==> src/hw/spi_port_cfg.svh <==
`ifndef SPI_PORT_CFG_SVH
`define SPI_PORT_CFG_SVH

// ---------------------------------------------------------------
// Widths
// ---------------------------------------------------------------
`define SPI_WORD_BITS 8
`define SPI_DIV_BITS 8
`define SPI_CNT_BITS 5

// ---------------------------------------------------------------
// Counts and reset values
// ---------------------------------------------------------------
`define SPI_LAST_EDGE 5'h0F
`define SPI_DIV_ONE 8'h01
`define SPI_CS_IDLE 2'h3

`endif

==> src/hw/spi_port_pkg.sv <==
`include "spi_port_cfg.svh"

package spi_port_pkg;

  // ---------------------------------------------------------------
  // Transfer sequencer states
  // ---------------------------------------------------------------
  typedef enum logic [2:0] {
    ST_IDLE = 3'b001,
    ST_XFER = 3'b010,
    ST_DONE = 3'b100
  } xfer_state_t;

  // ---------------------------------------------------------------
  // Static configuration bits from software
  // ---------------------------------------------------------------
  typedef struct packed {
    logic master_mode;
    logic clock_polarity;
    logic clock_phase_select;
    logic [1:0] hold_select_after_last;
    logic mode_fault_detect_off;
    logic chip_select;
    logic [`SPI_DIV_BITS-1:0] serial_clock_divider1;
    logic [`SPI_DIV_BITS-1:0] serial_clock_divider0;
  } port_cfg_t;

  // ---------------------------------------------------------------
  // Divider state
  // ---------------------------------------------------------------
  typedef struct packed {
    logic [`SPI_DIV_BITS-1:0] count;
    logic tick;
  } clkdiv_state_t;

  // ---------------------------------------------------------------
  // Port core state
  // ---------------------------------------------------------------
  typedef struct packed {
    xfer_state_t state;
    logic enabled;
    logic mode_fault;
    logic transmit_empty_flag;
    logic [`SPI_WORD_BITS-1:0] transmit_data_holding;
    logic [`SPI_WORD_BITS-1:0] tx_shift;
    logic [`SPI_WORD_BITS-1:0] rx_shift;
    logic [`SPI_WORD_BITS-1:0] receive_holding_data;
    logic receive_ready_flag;
    logic sdo;
    logic sdo_oe;
    logic sck;
    logic sck_oe;
    logic [1:0] cs_n;
    logic active_cs;
    logic extra;
    logic [`SPI_CNT_BITS-1:0] edge_cnt;
    logic glitch_armed;
    logic last_polarity;
    logic sck_s1;
    logic sck_s2;
    logic sck_s3;
    logic ss_s1;
    logic ss_s2;
    logic ss_s3;
    logic sdi_s1;
    logic sdi_s2;
  } core_state_t;

endpackage : spi_port_pkg

==> src/hw/spi_clk_div.sv <==
`timescale 1ns/1ns
`include "spi_port_cfg.svh"

module spi_clk_div
  import spi_port_pkg::*;
(
  input wire logic clk,
  input wire logic rst,
  input wire logic run,
  input wire logic [`SPI_DIV_BITS-1:0] divider,
  output logic tick
);

  clkdiv_state_t s; // Divider registers
  clkdiv_state_t next_s; // Next divider registers

  // ---------------------------------------------------------------
  // Tick every divider cycles while running; zero acts as one
  // ---------------------------------------------------------------
  always_comb begin
    next_s = s;
    next_s.tick = 1'b0;
    if (!run) begin
      // Restart cleanly so each transfer begins with a full period
      next_s.count = `SPI_DIV_ONE;
    end else if (s.count >= divider) begin
      next_s.tick = 1'b1;
      next_s.count = `SPI_DIV_ONE;
    end else begin
      next_s.count = s.count + `SPI_DIV_ONE;
    end
  end

  // Register the divider state
  always_ff @(posedge clk or posedge rst) begin
    if (rst) begin
      s <= '{count: `SPI_DIV_ONE, tick: 1'b0};
    end else begin
      s <= next_s;
    end
  end

  assign tick = s.tick;

endmodule : spi_clk_div

==> src/hw/spi_port.sv <==
`timescale 1ns/1ns
`include "spi_port_cfg.svh"

module spi_port
  import spi_port_pkg::*;
(
  input wire logic CLK,
  input wire logic RST,
  input wire port_cfg_t CONFIG,
  input wire logic ENABLE_CMD,
  input wire logic DISABLE_CMD,
  input wire logic SOFT_RESET,
  input wire logic TX_WRITE,
  input wire logic [`SPI_WORD_BITS-1:0] TX_DATA,
  input wire logic RX_READ,
  output logic [`SPI_WORD_BITS-1:0] RX_DATA,
  output logic RECEIVE_READY_FLAG,
  output logic TRANSMIT_EMPTY_FLAG,
  output logic PORT_ENABLED,
  output logic MODE_FAULT,
  input wire logic SCK_IN,
  output logic SCK_OUT,
  output logic SCK_OE,
  input wire logic SS_N_IN,
  input wire logic SDI,
  output logic SDO,
  output logic SDO_OE,
  output logic [1:0] CS_N
);

  // ---------------------------------------------------------------
  // Reset image and helpers
  // ---------------------------------------------------------------
  localparam core_state_t CORE_RESET = '{
    state: ST_IDLE,
    transmit_empty_flag: 1'b1,
    cs_n: `SPI_CS_IDLE,
    ss_s1: 1'b1,
    ss_s2: 1'b1,
    ss_s3: 1'b1,
    default: '0
  };

  // Divider value of one, the case that misbehaves
  function automatic logic div_is_one(input logic [`SPI_DIV_BITS-1:0] d);
    div_is_one = (d == `SPI_DIV_ONE);
  endfunction : div_is_one

  // Active-low select pattern for one chip select
  function automatic logic [1:0] cs_pattern(input logic cs);
    cs_pattern = cs ? 2'h1 : 2'h2;
  endfunction : cs_pattern

  core_state_t s; // Registered state
  core_state_t next_s; // Next state
  logic div_tick; // Master clock half-period tick
  logic div_run; // Divider runs during master shifting
  logic [`SPI_DIV_BITS-1:0] div_active; // Divider of the selected chip select
  logic [`SPI_DIV_BITS-1:0] div_other; // Divider of the other chip select
  logic start_block; // Hold-select hang condition
  logic extra_cond; // Extra clock pulse condition
  logic slave_sel; // Slave select seen low
  logic ss_fall; // Slave select asserted
  logic ss_rise; // Slave select released
  logic s_lead; // Slave leading clock edge
  logic s_trail; // Slave trailing clock edge
  logic lead; // Leading edge in the active mode
  logic trail; // Trailing edge in the active mode
  logic sample; // Capture edge
  logic change; // Output change edge

  // ---------------------------------------------------------------
  // Master clock divider
  // ---------------------------------------------------------------
  assign div_run = (s.state == ST_XFER) && CONFIG.master_mode && !s.extra;
  assign div_active = s.active_cs ? CONFIG.serial_clock_divider1 : CONFIG.serial_clock_divider0;
  assign div_other = s.active_cs ? CONFIG.serial_clock_divider0 : CONFIG.serial_clock_divider1;

  spi_clk_div spi_clk_div_inst (
    .clk(CLK),
    .rst(RST),
    .run(div_run),
    .divider(div_active),
    .tick(div_tick)
  );

  // ---------------------------------------------------------------
  // Edge decode
  // ---------------------------------------------------------------
  always_comb begin
    // Fault detection with select-zero hold stalls every master start
    start_block = CONFIG.hold_select_after_last[0] && !CONFIG.mode_fault_detect_off;
    // Mixed dividers with idle-high clock and phase select zero
    extra_cond = !div_is_one(CONFIG.chip_select ? CONFIG.serial_clock_divider1
                                                : CONFIG.serial_clock_divider0)
                 && div_is_one(CONFIG.chip_select ? CONFIG.serial_clock_divider0
                                                  : CONFIG.serial_clock_divider1)
                 && CONFIG.clock_polarity && !CONFIG.clock_phase_select;
    slave_sel = !s.ss_s2;
    ss_fall = s.ss_s3 && !s.ss_s2;
    ss_rise = !s.ss_s3 && s.ss_s2;
    s_lead = (s.sck_s2 ^ s.sck_s3) && (s.sck_s2 != CONFIG.clock_polarity);
    s_trail = (s.sck_s2 ^ s.sck_s3) && (s.sck_s2 == CONFIG.clock_polarity);
    if (CONFIG.master_mode) begin
      // Master edges come from the divider toggling the clock
      lead = div_tick && (s.state == ST_XFER) && (s.sck == CONFIG.clock_polarity);
      trail = div_tick && (s.state == ST_XFER) && (s.sck != CONFIG.clock_polarity);
    end else begin
      // Slave edges come from the synchronised pin
      lead = s_lead && slave_sel && (s.state == ST_XFER);
      trail = s_trail && slave_sel && (s.state == ST_XFER);
    end
    sample = CONFIG.clock_phase_select ? lead : trail;
    change = CONFIG.clock_phase_select ? trail : lead;
  end

  // ---------------------------------------------------------------
  // Next-state logic
  // ---------------------------------------------------------------
  always_comb begin
    next_s = s;
    // Two-stage synchronisers for the pins
    next_s.sck_s1 = SCK_IN;
    next_s.sck_s2 = s.sck_s1;
    next_s.sck_s3 = s.sck_s2;
    next_s.ss_s1 = SS_N_IN;
    next_s.ss_s2 = s.ss_s1;
    next_s.ss_s3 = s.ss_s2;
    next_s.sdi_s1 = SDI;
    next_s.sdi_s2 = s.sdi_s1;
    next_s.last_polarity = CONFIG.clock_polarity;

    // Enable and disable commands
    if (ENABLE_CMD) begin
      next_s.enabled = 1'b1;
      if (!CONFIG.master_mode) begin
        next_s.glitch_armed = 1'b1;
      end
    end
    if (DISABLE_CMD && CONFIG.master_mode) begin
      // Slave ports keep running; empty flag is left alone
      next_s.enabled = 1'b0;
    end
    if (s.glitch_armed && (CONFIG.clock_polarity != s.last_polarity)) begin
      // Polarity toggle disarms the false ready source
      next_s.glitch_armed = 1'b0;
    end

    // Mode fault: another master drives our select low
    if (CONFIG.master_mode && s.enabled && !CONFIG.mode_fault_detect_off && slave_sel) begin
      next_s.mode_fault = 1'b1;
      next_s.enabled = 1'b0;
    end

    // Reading holding data clears ready; later sets win
    if (RX_READ) begin
      next_s.receive_ready_flag = 1'b0;
    end
    if (ENABLE_CMD && !CONFIG.master_mode) begin
      next_s.receive_ready_flag = 1'b1;
    end

    // Transfer sequencer
    unique case (s.state)
      ST_IDLE: begin
        if (CONFIG.master_mode) begin
          if (s.enabled && !s.transmit_empty_flag && !start_block) begin
            next_s.state = ST_XFER;
            next_s.transmit_empty_flag = 1'b1;
            next_s.active_cs = CONFIG.chip_select;
            next_s.cs_n = cs_pattern(CONFIG.chip_select);
            next_s.edge_cnt = '0;
            next_s.sck = ~CONFIG.clock_polarity;
            next_s.extra = extra_cond;
            if (!extra_cond) begin
              next_s.sck = CONFIG.clock_polarity;
            end
            if (CONFIG.clock_phase_select) begin
              next_s.sdo = s.transmit_data_holding[`SPI_WORD_BITS-1];
              next_s.tx_shift = s.transmit_data_holding << 1;
            end else begin
              next_s.tx_shift = s.transmit_data_holding;
            end
          end else begin
            next_s.sck = CONFIG.clock_polarity;
          end
        end else if (s.enabled && ss_fall) begin
          next_s.state = ST_XFER;
          next_s.edge_cnt = '0;
          if (s.glitch_armed) begin
            next_s.receive_ready_flag = 1'b1;
          end
          if (!s.transmit_empty_flag) begin
            next_s.transmit_empty_flag = 1'b1;
            next_s.tx_shift = s.transmit_data_holding;
          end else begin
            // Nothing to send: zeros go out and nobody is told
            next_s.tx_shift = '0;
          end
          if (CONFIG.clock_phase_select) begin
            next_s.sdo = next_s.tx_shift[`SPI_WORD_BITS-1];
            next_s.tx_shift = next_s.tx_shift << 1;
          end
        end
      end
      ST_XFER: begin
        if (s.extra) begin
          // Close the stray pulse before the real clocking
          next_s.extra = 1'b0;
          next_s.sck = CONFIG.clock_polarity;
        end else if (!CONFIG.master_mode && ss_rise) begin
          // Select released early ends the word
          next_s.state = ST_DONE;
        end else if (lead || trail) begin
          if (CONFIG.master_mode) begin
            next_s.sck = ~s.sck;
          end
          next_s.edge_cnt = s.edge_cnt + 1'b1;
          if (s.edge_cnt == `SPI_LAST_EDGE) begin
            next_s.state = ST_DONE;
          end
        end
        if (sample) begin
          next_s.rx_shift = {s.rx_shift[`SPI_WORD_BITS-2:0], s.sdi_s2};
        end
        if (change) begin
          next_s.sdo = s.tx_shift[`SPI_WORD_BITS-1];
          next_s.tx_shift = s.tx_shift << 1;
        end
      end
      ST_DONE: begin
        next_s.state = ST_IDLE;
        next_s.receive_holding_data = s.rx_shift;
        next_s.receive_ready_flag = 1'b1;
        if (!(CONFIG.master_mode && CONFIG.hold_select_after_last[s.active_cs])) begin
          next_s.cs_n = `SPI_CS_IDLE;
        end
      end
    endcase

    // Writes land only while enabled; disabled words vanish
    if (TX_WRITE && s.enabled) begin
      next_s.transmit_data_holding = TX_DATA;
      next_s.transmit_empty_flag = 1'b0;
    end

    // Pin drivers
    next_s.sck_oe = CONFIG.master_mode && next_s.enabled;
    next_s.sdo_oe = CONFIG.master_mode ? next_s.enabled : (next_s.enabled && slave_sel);
    if (!CONFIG.master_mode) begin
      next_s.cs_n = `SPI_CS_IDLE;
    end

    // Soft reset returns every core register to its reset value; the divider is not reset
    if (SOFT_RESET) begin
      next_s = CORE_RESET;
    end
  end

  // ---------------------------------------------------------------
  // State register
  // ---------------------------------------------------------------
  always_ff @(posedge CLK or posedge RST) begin
    if (RST) begin
      s <= CORE_RESET;
    end else begin
      s <= next_s;
    end
  end

  // ---------------------------------------------------------------
  // Outputs straight from registers
  // ---------------------------------------------------------------
  assign RX_DATA = s.receive_holding_data;
  assign RECEIVE_READY_FLAG = s.receive_ready_flag;
  assign TRANSMIT_EMPTY_FLAG = s.transmit_empty_flag;
  assign PORT_ENABLED = s.enabled;
  assign MODE_FAULT = s.mode_fault;
  assign SCK_OUT = s.sck;
  assign SCK_OE = s.sck_oe;
  assign SDO = s.sdo;
  assign SDO_OE = s.sdo_oe;
  assign CS_N = s.cs_n;

endmodule : spi_port

==> config.mk <==
export PLATFORM = sky130hd
export DESIGN_NAME = spi_port
export DESIGN_NICKNAME = d
export VERILOG_FILES = /design/src/hw/spi_port_pkg.sv /design/src/hw/spi_clk_div.sv /design/src/hw/spi_port.sv
export VERILOG_INCLUDE_DIRS = /design/src /design/src/hw
export SDC_FILE = /design/constraint.sdc
export NUM_CORES = 1
export LEC_CHECK = 0
export BUFFER_PORTS_ARGS = -buffer_cell sky130_fd_sc_hd__buf_4
export CAP_MARGIN = 20
export CORE_UTILIZATION = 55
export DETAILED_ROUTE_END_ITERATION = 10
export PLACE_DENSITY = 0.86
export SLEW_MARGIN = 40
export SYNTH_ARGS = -nofsm -noshare
export SYNTH_HDL_FRONTEND = slang
export SYNTH_SLANG_ARGS = --single-unit
==> constraint.sdc <==
create_clock -name CLK -period 5.6 [get_ports CLK]
set_input_delay 0.56 -clock CLK [delete_from_list [all_inputs] [get_ports CLK]]
set_output_delay 0.56 -clock CLK [all_outputs]
set_load 0.05 [all_outputs]
Word-level counts from Yosys, hierarchy flattened
Cells that the tools add are included.
{"block": "classes", "n_addsub": 2, "order_cmp": 2, "n_eq_ne": 29, "muxes": 78, "bitwise": 3, "n_reduce_logical": 64}
{"cell": "two-way mux 8 bit", "count": 15}
{"cell": "two-way mux 62 bit", "count": 1}
{"cell": "two-way mux 1 bit", "count": 35}
{"cell": "logical AND 1 bit", "count": 31}
{"cell": "two-way mux 5 bit", "count": 5}
{"cell": "two-way mux 3 bit", "count": 7}
{"cell": "!= test 4 bit, second input constant", "count": 5}
{"cell": "two-way mux 9 bit", "count": 2}
{"cell": "!= test 3 bit, second input constant", "count": 6}
{"cell": "== test 8 x 1 -> 1 bit, second input constant", "count": 2}
{"cell": "one-hot mux 8 bit (2 select lines)", "count": 1}
{"cell": "nonzero test 2 bit", "count": 8}
{"cell": "AND reduction 5 bit", "count": 3}
{"cell": "one-hot mux 6 bit (2 select lines)", "count": 1}
{"cell": "AND reduction 3 bit", "count": 4}
{"cell": "two-way mux 2 bit", "count": 5}
{"cell": "logical NOT 1 bit", "count": 9}
{"cell": "one-hot mux 3 bit (3 select lines)", "count": 1}
{"cell": "nonzero test 3 bit", "count": 3}
{"cell": "adder 8 x 1 -> 8 bit, second input constant", "count": 1}
{"cell": ">= comparator 8 bit", "count": 1}
{"cell": "!= test 4 x 1 -> 1 bit, second input constant", "count": 2}
{"cell": "!= test 4 x 2 -> 1 bit, second input constant", "count": 2}
{"cell": "one-hot mux 1 bit (2 select lines)", "count": 3}
{"cell": "other kinds (20)", "count": 25}
{"block": "word_totals", "ff_bits": 71, "word_cells": 207}

Logic depth before layout (Yosys ltp)
{"block": "depth", "ltp_word": 11, "mapped_depth": 9}

Hierarchy
Synthesis repeated with hierarchy kept, for this count alone.
{"block": "hier_totals", "hier_cells": 401, "hier_area_um2": 3947.5}
{"module": "spi_port", "instances": 1, "cells_per_inst": 341, "area_per_inst_um2": 3343.2, "seq_area_each_um2": 1560.2}
{"module": "spi_clk_div", "instances": 1, "cells_per_inst": 60, "area_per_inst_um2": 604.3, "seq_area_each_um2": 226.5}

Worst setup path before layout
Ideal clock, no wire load.
{"block": "synth_timing", "path_type": "register to register", "start": "reg s[16] (netlist bit)", "end": "reg spi_clk_div_inst.s[1] (netlist bit)", "t_arrival_ps": 2278, "setup_slack_ps": 3234, "path_stages_with_launch": 9, "n_path_buf": 2, "path_cell_list": "dfrtp_1 -> clkbuf_1 -> mux2_2 -> ha_1 -> o21ai_0 -> a211oi_1 -> o22a_1 -> clkbuf_1 -> or3_1"}
{"item": "from (decl)", "line_no": "spi_port.sv:54", "rtl": "core_state_t s;"}
{"item": "from (signal assigned)", "line_no": "spi_port.sv:267", "rtl": "s <= next_s;"}
{"item": "to (signal assigned)", "line_no": "spi_clk_div.sv:37", "rtl": "s <= '{count: `SPI_DIV_ONE, tick: 1'b0};"}
{"item": "to (signal assigned)", "line_no": "spi_clk_div.sv:39", "rtl": "s <= next_s;"}
{"item": "to (decl)", "line_no": "spi_clk_div.sv:14", "rtl": "clkdiv_state_t s;"}

Worst setup path in the final report
{"block": "layout_timing", "start": "reg s, in the netlist PORT_ENABLED", "end": "reg s[45] (netlist bit)"}
{"block": "layout_via", "elab_chain_cells": 4}
{"item": "logical AND 1 bit (2 in series)", "line_no": "spi_port.sv:167", "rtl": "if (s.enabled && !s.transmit_empty_flag && !start_block) begin"}
{"item": "!= test 4 bit (no line)"}
{"item": "AND reduction 4 bit (no line) (*)"}
Mark *: on every way between the ends. The rest lies on a longest branch, timed or not.
A chain may end at the register's enable or synchronous reset.

==> parameters.txt <==
Parameter                              Value

GRT
  Met1 global-route usage    30.4%
  Largest net degree at the start of global routing    ~70
  Wire length of the first global-routing pass    between 10000 and 15000 um
  Congestion Overflow GR    0
  Antenna violations before repair    0
  Global Route met3 Usage    under 10%
  Aggregate global-route resource usage    between 20% and 30%
  Vias in the first global route    between 2000 and 3000
  GRT Max-Usage Layer    met2
  Global-route track usage on met2    between 30% and 40%

Drt
  Drc violations    0
  Antenna viol nets, final    0
  Iteration-0 DRC Markers    about 160
  Detailed-router iteration count before antenna repair    5
  Via count    2954
  Routed length per instance    16.1 um
  Via/cell ratio    5.86
  Total Routed Length    a little over 8000 um

Final layout
  Fraction of layout cells with a size suffix above 1    approximately a quarter
  Non-filler instance count after layout    about 500
  Fin nets    between 400 and 500
  Number of diodes    0
  Area growth syn-to-layout    16.1%
  Final Core Density    just under 70%
  Filler cell count    490
  Most common cell after layout, fill and taps aside    sky130_fd_sc_hd__dfrtp_1
  Most used cells in the layout excluding fill and tap cells    sky130_fd_sc_hd__dfrtp_1 (63), sky130_fd_sc_hd__buf_4 (59), sky130_fd_sc_hd__nand2_1 (45)

Floorplanning
  Core Region    between 6000 and 7000 um2
  Site Rows    29
  Count of pins on the block boundary    a little under 60
  Vertical die dimension    approximately 85 um
  Full die area    between 7000 and 8000 um2
  Die Span X    approximately 85 um
  Effective utilization at floorplan    58.3%

Critical path
  Minimum setup slack among reg-to-reg paths    between 3 and 4 ns
  Max stage delay cell, worst path    sky130_fd_sc_hd__dfrtp_1
  Worst Reg-to-Reg Cells    5
  Worst flop-to-flop path startpoint    PORT_ENABLED
  Worst-path fanout max    14
  Type of the setup path with the least slack    register to register
  CP Cell Sequence    inv_1, o41ai_2, or4_1, or3b_1, mux2_4
  FF-to-FF End    s[45]
  Required time of the worst setup path    5.84 ns
  Source of the critical timing path    PORT_ENABLED
  Worst Setup End Kind    register
  Worst setup SP type    register
  Capture point of the critical path    s[45]
  Critical path arrival    2.84 ns
  CP peak stage delay    just over 0.6 ns

Clock tree
  Clk slew on worst S/H paths    about 0.1 ns
  Number of instances resized during post-cts repair    0
  TritonCTS Buffers    9
  Max H-tree Level    3
  Maximum buffer depth of the clock tree    2
  Buffers inserted during post-CTS setup optimization    0
  # clock sinks    just over 70
  Worst-skew pair later-pin latency    approximately 0.36 ns
  Number of hold-repair buffers added at the cts stage    0
  CTS tree    done
  Clk root buf    sky130_fd_sc_hd__clkbuf_8

Synthesis
  Synthesized area per cell    around 10 um2
  Synthesis Warnings    0
  Net count of the mapped netlist    431
  Share of async-settable or async-resettable flops after synthesis    100%
  Main flop type after synthesis    sky130_fd_sc_hd__dfrtp_1
  Portion of the post-synthesis area used by sequential elements    between 40% and 50%
  Cell count after synthesis    379
  Flop and latch count out of synthesis    ~70
  Mapped Area    around 3800 um2
  Count of distinct cell types in the synthesized netlist    60
  Count of flip-flops with a built-in enable after synthesis    0

STA
  Highest clock rate    between 300 and 400 MHz
  Smallest hold slack    0.350 ns
  Number of slew-limit violations in the final report    0
  Final clock period utilization by the worst path    a little under half
  RSZ-0062 raised after global routing    false
  Time the final worst path needs with I/O delays and setup    between 2 and 3 ns
  Worst Tran Pin Value    roughly 0.74 ns
  Count of final setup violators    0
  Total Neg Setup Slack    0 ns
  Clock skew    approximately 0.011 ns
  Hold violation total from the final report    0
  Relative slew slack    50.4%

Power
  Worst voltage drop across the vdd grid    ~0.00015 V
  Leakage power total    about 0.0020 uW
  Power density of the placed cells    roughly 250 nW/um2
  Overall power after layout    about 1100 uW

Flow run
  Maximum capacitance violations    0

Run status
  Outcome    finished clean

Placement
  Port Buffer Count    a little under 60
  Detailed Place HPWL    about 5700 um
  Count of placed standard cells including taps    between 400 and 500
  Placer Congestion    0.850

Min path
  Type of the tightest min-delay check    input port to async pin
-- cells by family (layout without fill, tap and decap cells) --
group	count (synthesis)	after routing	synth area share (%)
buffers and inverters	39	87	5.09
AND/OR/NAND/NOR	146	146	19.9
AO/OA/AOI/OAI	66	66	11.2
flip-flops	71	71	47.2
multiplexers	37	37	10.9
XOR/XNOR	9	9	2.08
adder cells (fa/ha/maj)	11	11	3.63
-- area by class of cell --
type	count	area [um2]	share of cell area [%]
repair buffers	60	454	10.3
clock inverters	7	71.3	1.62
multi-input cells	269	1820	41.5
clock buffers	9	124	2.82
well taps	77	96.3	2.19
inverters	11	41.3	0.939
flip-flops and latches	71	1790	40.6
-- per-stage QoR --
stage | area [um2] | setup WS [ns]
2_1_floorplan | 3790 | 3.23
5_1_grt | 4400 | 2.86
3_5_place_dp | 4200 | 2.86
4_1_cts | 4400 | 3.06
3_3_place_gp | 4190 | 2.67
6_report | 4400 | 3.01
-- where the power goes --
part           internal (uW)  total, uW  switching (uW)
logic                   60.6        147            86.2
clock network            177        409             232
registers                528        545            16.5
total                    766       1100             335
-- synthesized netlist by cell type, types with 4 or more instances --
cell type / instances / area share (%)
sky130_fd_sc_hd__a21oi_1: 23 / 3.0
sky130_fd_sc_hd__buf_4: 10 / 2.0
sky130_fd_sc_hd__clkbuf_1: 13 / 1.3
sky130_fd_sc_hd__dfrtp_1: 63 / 42
sky130_fd_sc_hd__dfstp_2: 8 / 5.5
sky130_fd_sc_hd__ha_1: 11 / 3.6
sky130_fd_sc_hd__inv_1: 10 / 0.99
sky130_fd_sc_hd__mux2_4: 8 / 3.2
sky130_fd_sc_hd__mux2i_1: 26 / 6.9
sky130_fd_sc_hd__nand2_1: 45 / 4.5
sky130_fd_sc_hd__nand3_1: 18 / 2.4
sky130_fd_sc_hd__nor2_1: 23 / 2.3
sky130_fd_sc_hd__nor2b_1: 8 / 1.3
sky130_fd_sc_hd__nor3_1: 12 / 1.6
sky130_fd_sc_hd__nor3b_1: 5 / 0.99
sky130_fd_sc_hd__o21ai_0: 19 / 2.5
sky130_fd_sc_hd__xnor2_1: 4 / 0.92
sky130_fd_sc_hd__xor2_1: 5 / 1.2
-- worst min-delay path by stage --
| stage | from | endpoint | slack (ns) |
|---|---|---|---|
| floorplan | s[13] | s[13] | 0.43 |
| detailed placement | s[13] | s[13] | 0.46 |
| global route | RST | RX_DATA[4] | 0.39 |
| CTS | RST | s[36] | 0.36 |
| finish | RST | RX_DATA[3] | 0.35 |
| global placement | s[1] | s[0] | 0.45 |
-- sequential cells by signal, summed over array words and instances (netlist names) --
name / flops
SDO_OE: 1
spi_clk_div_inst.s: 8
spi_clk_div_inst.tick: 1
PORT_ENABLED: 1
TRANSMIT_EMPTY_FLAG: 1
RECEIVE_READY_FLAG: 1
SCK_OE: 1
RX_DATA: 8
s: 44
SCK_OUT: 1
SDO: 1
CS_N: 2
MODE_FAULT: 1
-- per-layer routing --
layer  routed length, um  part of all wire, %  vias up
met2                4030                   50       95
met4                 131                  1.6        0
met5                   0                    0        -
li1                    -                    -     1420
met3                 476                  5.9       13
met1                3470                   43     1426
-- worst max-delay path: cells and delay by family (launching register included) --
kind | cells | cell delay, ns
compound gates | 1 | 0.54
mux | 1 | 0.37
flops | 1 | 0.61
buf+inv | 1 | 0.16
simple gates | 2 | 0.80
Power figures use the tool's default switching activity.
